### src/logic/utd_pkg.sv
// constants and enumerations for the usb termination decoder
package utd_pkg;
  localparam logic [1:0] UTD_XS_HS = 2'h0;
  localparam logic [1:0] UTD_XS_FS = 2'h1;
  localparam logic [1:0] UTD_XS_LS = 2'h2;
  localparam logic [1:0] UTD_MD_NORMAL = 2'h0;
  localparam logic [1:0] UTD_MD_OFF = 2'h1;
  localparam logic [1:0] UTD_MD_NOSTUFF = 2'h2;
  localparam int UTD_TRIM_W = 2;
  localparam int UTD_EN_W = 5;
  // enable vector order: pu_plus, pu_minus, pd_plus, pd_minus, hs_term
  localparam logic [4:0] UTD_EN_NONE = 5'h00;
  localparam logic [4:0] UTD_EN_PU_P = 5'h10;
  localparam logic [4:0] UTD_EN_PU_M = 5'h08;
  localparam logic [4:0] UTD_EN_PD_P = 5'h04;
  localparam logic [4:0] UTD_EN_PD_M = 5'h02;
  localparam logic [4:0] UTD_EN_HST = 5'h01;
  localparam logic [4:0] UTD_EN_PD_BOTH = 5'h06;
  localparam logic [1:0] UTD_RST_XS = 2'h1;
  localparam logic [1:0] UTD_RST_MD = 2'h0;
  localparam logic UTD_RST_TS = 1'b0;
  localparam logic UTD_RST_REQ = 1'b1;
  // 11b is a second full-speed code, valid only in the host fs/ls row, where termination_choice is set
  localparam logic [1:0] UTD_XS_ALT = 2'h3;
  localparam logic [1:0] UTD_MD_RSVD = 2'h3;
  localparam logic [1:0] UTD_REQ_BOTH = 2'h3;
  localparam logic UTD_LINE_IDLE = 1'b1;
  localparam logic [2:0] UTD_STUFF_RUN = 3'h6;
  typedef enum logic [1:0] {UTD_RX_IDLE, UTD_RX_HS, UTD_RX_FS} utd_rx_e;
endpackage : utd_pkg

### src/logic/utd_decode.sv
// combinational table decode from register fields to resistor enables
`timescale 1ns/100ps
module utd_decode
  import utd_pkg::*;
(
  // fields
  input wire logic [1:0] transceiver_speed_select,
  input wire logic termination_choice,
  input wire logic [1:0] line_drive_mode,
  input wire logic plus_line_low_request,
  input wire logic minus_line_low_request,
  // result
  output logic [4:0] enables
);
  logic [1:0] req;
  assign req = {plus_line_low_request, minus_line_low_request};
  always_comb begin
    enables = UTD_EN_NONE;
    if (line_drive_mode == UTD_MD_OFF) begin
      enables = UTD_EN_NONE;
    end else if (req == UTD_REQ_BOTH) begin
      if (transceiver_speed_select == UTD_XS_HS && !termination_choice &&
          line_drive_mode != UTD_MD_RSVD) begin
        enables = UTD_EN_PD_BOTH | UTD_EN_HST;
      end else if (transceiver_speed_select == UTD_XS_FS && !termination_choice &&
                   line_drive_mode == UTD_MD_NORMAL) begin
        enables = UTD_EN_PD_BOTH;
      end else if (transceiver_speed_select != UTD_XS_HS && termination_choice &&
                   line_drive_mode != UTD_MD_RSVD &&
                   !(transceiver_speed_select == UTD_XS_ALT &&
                     line_drive_mode == UTD_MD_NOSTUFF)) begin
        // 11b with resume signalling matches no row and falls to all off
        enables = UTD_EN_PD_BOTH;
      end
    end else if (!req[1]) begin
      // peripheral rows; a minus request adds the minus pull-down, except in the low-speed row, where it leaves all off
      if (transceiver_speed_select == UTD_XS_HS && termination_choice &&
          line_drive_mode == UTD_MD_NOSTUFF) begin
        enables = UTD_EN_PU_P;
      end else if (transceiver_speed_select == UTD_XS_HS && !termination_choice &&
                   line_drive_mode != UTD_MD_RSVD) begin
        enables = UTD_EN_HST;
      end else if (transceiver_speed_select == UTD_XS_FS && termination_choice &&
                   line_drive_mode != UTD_MD_RSVD) begin
        enables = UTD_EN_PU_P;
      end else if (transceiver_speed_select == UTD_XS_LS && termination_choice &&
                   line_drive_mode != UTD_MD_RSVD && !req[0]) begin
        enables = UTD_EN_PU_M;
      end
      if (req[0] && enables != UTD_EN_NONE) begin
        enables = enables | UTD_EN_PD_M;
      end
    end
  end
endmodule : utd_decode

### src/logic/utd_top.sv
// usb termination decoder with receive select and transmit path roles
`timescale 1ns/100ps
module utd_top
  import utd_pkg::*;
(
  // clock and reset
  input wire logic ref_clk,
  input wire logic rstn,
  // control fields, written by the link
  input wire logic field_write,
  input wire logic [1:0] transceiver_speed_select,
  input wire logic termination_choice,
  input wire logic [1:0] line_drive_mode,
  input wire logic plus_line_low_request,
  input wire logic minus_line_low_request,
  input wire logic [1:0] amplitude_trim,
  input wire logic synchronous_mode,
  // receivers
  input wire logic hs_rx_data,
  input wire logic hs_squelch,
  input wire logic fs_rx_data,
  input wire logic plus_line_se,
  input wire logic minus_line_se,
  // transmit logic
  input wire logic tx_bit_valid,
  input wire logic tx_bit,
  // resistor enables
  output logic plus_line_pullup_on,
  output logic minus_line_pullup_on,
  output logic plus_line_pulldown_on,
  output logic minus_line_pulldown_on,
  output logic highspeed_termination_on,
  // receive side
  output logic rx_stream,
  output logic rx_stream_valid,
  output logic [1:0] fs_line_state,
  // transmit side
  output logic tx_line_bit,
  output logic tx_line_active,
  output logic tx_hs_select,
  output logic [1:0] hs_amplitude_trim
);
  // ****************************************
  // field registers
  // ****************************************
  logic [1:0] xs, next_xs;
  logic ts, next_ts;
  logic [1:0] md, next_md;
  logic pdp, next_pdp;
  logic pdm, next_pdm;
  logic [1:0] trim, next_trim;
  // all fields land on one edge, so no half-written row is ever decoded
  always_comb begin
    next_xs = xs;
    next_ts = ts;
    next_md = md;
    next_pdp = pdp;
    next_pdm = pdm;
    next_trim = trim;
    if (field_write) begin
      next_xs = transceiver_speed_select;
      next_ts = termination_choice;
      next_md = line_drive_mode;
      next_pdp = plus_line_low_request;
      next_pdm = minus_line_low_request;
      next_trim = amplitude_trim;
    end
  end
  always_ff @(posedge ref_clk) begin
    if (!rstn) begin
      // power-up values select the two pull-downs
      xs <= UTD_RST_XS;
      ts <= UTD_RST_TS;
      md <= UTD_RST_MD;
      pdp <= UTD_RST_REQ;
      pdm <= UTD_RST_REQ;
      trim <= '0;
    end else begin
      xs <= next_xs;
      ts <= next_ts;
      md <= next_md;
      pdp <= next_pdp;
      pdm <= next_pdm;
      trim <= next_trim;
    end
  end
  // ****************************************
  // resistor decode
  // ****************************************
  // decode stays combinational; only its result is registered
  logic [4:0] dec_en;
  logic [4:0] res_en, next_res_en;
  utd_decode u_decode (
    .transceiver_speed_select(xs),
    .termination_choice(ts),
    .line_drive_mode(md),
    .plus_line_low_request(pdp),
    .minus_line_low_request(pdm),
    .enables(dec_en)
  );
  // outside synchronous mode the enables hold their last value
  always_comb begin
    next_res_en = res_en;
    if (synchronous_mode) begin
      next_res_en = dec_en;
    end
  end
  always_ff @(posedge ref_clk) begin
    if (!rstn) begin
      res_en <= UTD_EN_PD_BOTH;
    end else begin
      res_en <= next_res_en;
    end
  end
  // one flop lag after the field register; enables settle two edges after write
  assign plus_line_pullup_on = res_en[4];
  assign minus_line_pullup_on = res_en[3];
  assign plus_line_pulldown_on = res_en[2];
  assign minus_line_pulldown_on = res_en[1];
  assign highspeed_termination_on = res_en[0];
  // ****************************************
  // receive path
  // ****************************************
  utd_rx_e rx_sel;
  logic next_rx_stream, next_rx_valid;
  logic [1:0] next_ls;
  logic hs_mode;
  assign hs_mode = (xs == UTD_XS_HS);
  // squelched hs data still passes; it is only marked not valid
  // line state bypasses the speed mux so bus states stay visible
  always_comb begin
    rx_sel = hs_mode ? UTD_RX_HS : UTD_RX_FS;
    if (md == UTD_MD_OFF) begin
      rx_sel = UTD_RX_IDLE;
    end
    next_rx_stream = 1'b0;
    next_rx_valid = 1'b0;
    case (rx_sel)
      UTD_RX_HS: begin
        next_rx_stream = hs_rx_data;
        next_rx_valid = !hs_squelch;
      end
      UTD_RX_FS: begin
        next_rx_stream = fs_rx_data;
        next_rx_valid = 1'b1;
      end
      default: begin
        next_rx_stream = 1'b0;
        next_rx_valid = 1'b0;
      end
    endcase
    next_ls = {minus_line_se, plus_line_se};
  end
  always_ff @(posedge ref_clk) begin
    if (!rstn) begin
      rx_stream <= 1'b0;
      rx_stream_valid <= 1'b0;
      fs_line_state <= '0;
    end else begin
      rx_stream <= next_rx_stream;
      rx_stream_valid <= next_rx_valid;
      fs_line_state <= next_ls;
    end
  end
  // ****************************************
  // transmit path: nrzi encode and bit stuff
  // ****************************************
  // stuffing is done per accepted bit; the source must pace itself
  logic nrzi, next_nrzi;
  logic [2:0] ones, next_ones;
  logic next_act;
  logic stuff;
  assign stuff = (ones == UTD_STUFF_RUN) && (md != UTD_MD_NOSTUFF);
  always_comb begin
    next_nrzi = nrzi;
    next_ones = ones;
    next_act = tx_bit_valid && (md != UTD_MD_OFF);
    if (next_act) begin
      if (stuff || !tx_bit) begin
        next_nrzi = !nrzi;
        next_ones = '0;
      end else if (ones != UTD_STUFF_RUN) begin
        // saturate: a run carried out of no-stuff mode is still broken
        next_ones = ones + 3'h1;
      end
    end else begin
      next_ones = '0;
    end
  end
  always_ff @(posedge ref_clk) begin
    if (!rstn) begin
      nrzi <= UTD_LINE_IDLE;
      ones <= '0;
      tx_line_active <= 1'b0;
      tx_line_bit <= UTD_LINE_IDLE;
    end else begin
      nrzi <= next_nrzi;
      ones <= next_ones;
      tx_line_active <= next_act;
      tx_line_bit <= next_nrzi;
    end
  end
  // ****************************************
  // transmit speed and amplitude
  // ****************************************
  // trim only scales the hs driver; it never touches the resistors
  logic next_hs_sel;
  logic [1:0] next_hs_trim;
  always_comb begin
    next_hs_sel = hs_mode;
    next_hs_trim = trim;
  end
  always_ff @(posedge ref_clk) begin
    if (!rstn) begin
      tx_hs_select <= 1'b0;
      hs_amplitude_trim <= '0;
    end else begin
      tx_hs_select <= next_hs_sel;
      hs_amplitude_trim <= next_hs_trim;
    end
  end
endmodule : utd_top

### config.mk
export PLATFORM = sky130hd
export DESIGN_NAME = utd_top
export DESIGN_NICKNAME = d
export VERILOG_FILES = /design/src/logic/utd_pkg.sv /design/src/logic/utd_decode.sv /design/src/logic/utd_top.sv
export SDC_FILE = /design/constraint.sdc
export NUM_CORES = 1
export LEC_CHECK = 0
export ABC_AREA = 1
export BUFFER_PORTS_ARGS = -buffer_cell sky130_fd_sc_hd__buf_2
export CORE_ASPECT_RATIO = 1.25
export CORE_UTILIZATION = 44
export CTS_BUF_LIST = sky130_fd_sc_hd__clkbuf_16
export DETAILED_ROUTE_END_ITERATION = 7
export PLACE_DENSITY = 0.84
export SYNTH_ARGS = -nofsm -noshare
export SYNTH_HDL_FRONTEND = slang
export SYNTH_SLANG_ARGS = --single-unit
### constraint.sdc
create_clock -name ref_clk -period 1.26 [get_ports ref_clk]
set_clock_uncertainty 0.2 [all_clocks]
set_input_delay 0.063 -clock ref_clk [delete_from_list [all_inputs] [get_ports ref_clk]]
set_output_delay 0.063 -clock ref_clk [all_outputs]
set_load 0.01 [all_outputs]
==> flow_summary_export.csv <==
group,metric,value,unit
place,dp_hpwl,1750,µm
place,dp_worst_setup_slack,-0.0723,ns
die,start_util,47.6,%
routing,drtPass1Iterations,4,
sta,finalSetupViolCount,6,
place,place.gp.congestion,0.808,
clock_network,root_buffer,"clkbuf_16",
layout,drive_gt1_share,38.9,%
outcome,violations,"hold timing, setup timing",
clock_network,clock-sinks,26,
layout,nets,226,
yosys,syn_area_per_cell,7.71,µm²
yosys,synth_seq_cells,26,
routing,vias,1146,
die,core-area,2230,µm²
sta,fmax,776,MHz
sta,slew_headroom,84.6,%
die,boundaryPins,34,
clock_network,clockBufferDepth,2,
yosys,syn_inst,138,
worst_setup_path,worstSetupPathDepth,7,
routing,route.detailed.drc,0,
outcome,status,"finished, violations left",
clock_network,cts_max_level,1,
worst_setup_path,startpoint_type,"flop",
yosys,netlist_area,1060,µm²
sta,tightest_slew,0.230,ns
yosys,synth_cell_types,21,
worst_setup_path,crit_arrival,1.23,ns
worst_setup_path,rr_startpoint,"ones[0]$_SDFFE_PP0N_",
place,port_buffers,33,
global_route,grt_max_degree,15,
global_route,antenna_found_initial,0,
sta,fin_crit_sh,102,%
sta,rsz0062_at_grt,"true",
worst_setup_path,critPathKind,"flop to flop",
yosys,postSynthNetCount,160,
yosys,ys_seq_area_share,48.9,%
clock_network,clock_latency,0.26,ns
worst_setup_path,cp.required,1.21,ns
layout,diodes,0,
layout,filler_cell_count,178,
worst_setup_path,setup.worst_path.end,"nrzi$_SDFFE_PN1P_",
clock_network,clkSlewWorstSetupHoldPaths,0.06,ns
sta,timing.hold.ws,-0.0236,ns
die,rows,19,
worst_setup_path,reg2regPathDepth,7,
hold_path,hold_path_class,"input port to flop",
place,dpl_cell_area,1320,µm²
sta,setup_slack,-0.0289,ns
layout,regArea,533,µm²
routing,postRouteAntennaNets,0,
clock_network,cts_buffers,3,
worst_setup_path,r2r_slack,-0.03,ns
clock_network,cts_tree,"yes",
routing,wirelength,2900,µm
routing,first_iter_violations,21,
layout,syn_to_final_growth,61.9,%
die,chipHeight,57.0,µm
worst_setup_path,worstPathCellList,"inv_2 > ha_4 > nand2_4 > o21ai_4 > nand3_1 > nand2_1 > nand3_1",
worst_setup_path,cp-startpoint,"ones[0]$_SDFFE_PP0N_",
worst_setup_path,crit_top_cell,"nand3_1",
layout,fin_util,77.0,%
global_route,grtUsageTotal,22.8,%
worst_setup_path,end_kind,"flop",
worst_setup_path,path_buf_inv,1,
layout,final_cell_area,1720,µm²
sta,drv_slew,0,
worst_setup_path,critPathTopFamily,"flip-flops",
worst_setup_path,crit_fanout,3,
routing,drt-vias-per-instance,4.90,
job,drv_cap,0,
sta,finalHoldViolations,3,
global_route,grt_pass1_vias,1078,
worst_setup_path,critPathSlowestCell,"dfxtp_2",
sta,finalCriticalPeriod,1.29,ns
worst_setup_path,cpPeakStageDelay,0.33,ns
worst_setup_path,r2r_end,"nrzi$_SDFFE_PN1P_",
global_route,grt-ovfl-total,0,
die,die_w,46.0,µm
layout,multi_input_area,542,µm²
power_and_ir_drop,powerDensity,1120,nW/µm²
yosys,ys_warn_count,0,
die,die_area,2620,µm²
routing,post_drt_wl_per_cell,12.4,µm
power_and_ir_drop,vdd_drop_max,0.976,mV
power_and_ir_drop,leakage,0.859,nW
global_route,grt_pass1_wl,4320,µm
cells in the mapped netlist:
cell / count / area share, %
a211oi_1: 1 / 0.71
a21oi_1: 13 / 6.1
buf_2: 1 / 0.47
clkbuf_1: 2 / 0.71
dfxtp_1: 26 / 49
ha_1: 2 / 2.4
inv_1: 16 / 5.6
inv_2: 1 / 0.35
nand2_1: 25 / 8.8
nand3_1: 11 / 5.2
nand3b_4: 1 / 1.9
nand4_1: 1 / 0.59
nor2_1: 20 / 7.1
nor2_2: 1 / 0.59
nor2_4: 1 / 1.1
nor3_2: 2 / 1.9
o21ai_0: 10 / 4.7
o21ai_1: 1 / 0.47
o21ai_2: 1 / 0.82
xnor2_1: 1 / 0.82
xor2_1: 1 / 0.82
layout make-up:
| cell class | instances | share of cell area, % |
|---|---|---|
| well taps | 31 | 2.25 |
| repair buffers | 64 | 26.7 |
| multi-input cells | 92 | 31.5 |
| clock buffers | 3 | 4.36 |
| flip-flops and latches | 26 | 31.0 |
| inverters | 17 | 4.07 |
| clock inverters | 1 | 0.218 |
worst reg2reg max path, delay by kind of cell (launching register included):
kind / cells / cell delay [ns]
flip-flops: 1 / 0.33
AND/OR/NAND/NOR: 4 / 0.29
AO/OA/AOI/OAI: 1 / 0.15
adder cells (fa/ha/maj): 1 / 0.14
buffers and inverters: 1 / 0.07
registers in the layout, summed over array words and instances, names as in the netlist, 2 cells and up:
| name | cells |
|---|---|
| ones | 3 |
| md | 2 |
| fs_line_state | 2 |
| next_hs_trim | 2 |
| res_en | 5 |
| hs_amplitude_trim | 2 |
| xs | 2 |
metrics by stage:
stage / hold slack [ns] / power, mW / cells / setup TNS, ns
3_3_place_gp: 0.0444 / 1.14 / 207 / 0
6_report: -0.0236 / 1.93 / 234 / -0.120
5_1_grt: 0.00745 / 2.01 / 234 / -0.640
3_5_place_dp: 0.0488 / 1.15 / 207 / -0.472
4_1_cts: -0.0328 / 1.89 / 230 / -0.139
2_1_floorplan: -0.0394 / 1.05 / 138 / 0
report_power, final:
| group | leakage [nW] | total (mW) | internal [mW] | switching [mW] |
|---|---|---|---|---|
| Clock | 0.0385 | 0.707 | 0.425 | 0.282 |
| Combinational | 0.603 | 0.321 | 0.159 | 0.162 |
| Sequential | 0.217 | 0.905 | 0.870 | 0.0349 |
layer usage:
| layer | GRT usage [%] | up-vias | share of wire [%] |
|---|---|---|---|
| met5 | 0 | - | 0 |
| met4 | 13.4 | 0 | 2.5 |
| met3 | 3.80 | 7 | 3.3 |
| met2 | 42.1 | 36 | 58 |
| met1 | 22.0 | 528 | 36 |
| li1 | - | 575 | - |
cells in the final DEF (no fill, tap or decap), types with 2 or more instances in the layout:
cell,n
buf_2,32
dfxtp_1,20
nand2_1,19
dlygate4sd3_1,17
nor2_1,15
inv_1,13
nand3_1,11
a21oi_1,11
buf_4,11
o21ai_0,9
nand2_2,4
nor2_2,4
dfxtp_2,4
nor2_4,3
clkbuf_16,3
buf_6,3
inv_2,2
nor3_2,2
nand2_4,2
o21ai_1,2
a21oi_2,2
dfxtp_4,2
how the worst min path moves through the flow:
stage / cells after the start / from / slack (ns) / end
after floorplan: 2 / plus_line_se / -0.04 / fs_line_state[0]$_SDFF_PN0_
after global routing: 4 / synchronous_mode / 0.007 / res_en[4]$_SDFFE_PN0P_
after CTS: 4 / synchronous_mode / -0.03 / res_en[3]$_SDFFE_PN0P_
after detailed placement: 3 / minus_line_se / 0.05 / fs_line_state[1]$_SDFF_PN0_
final: 4 / synchronous_mode / -0.02 / res_en[4]$_SDFFE_PN0P_
after global placement: 3 / plus_line_se / 0.04 / fs_line_state[0]$_SDFF_PN0_
cells by family after synthesis:
logic type               Yosys count  share of synthesized area [%]
flip-flops                        26                           48.9
XOR/XNOR                           2                           1.65
AND/OR/NAND/NOR                   62                           27.1
adder cells (fa/ha/maj)            2                           2.35
AO/OA/AOI/OAI                     26                           12.8
buffers and inverters             20                           7.18
timing repair:
item                       CTS  global route
setup buffers                1             4
pin swaps                    2             9
hold buffers                18             0
hold endpoints to repair    23             0
setup endpoints to repair    9            14
gates resized for setup     12            26
Note: power is estimated with default switching activity, not from simulation.
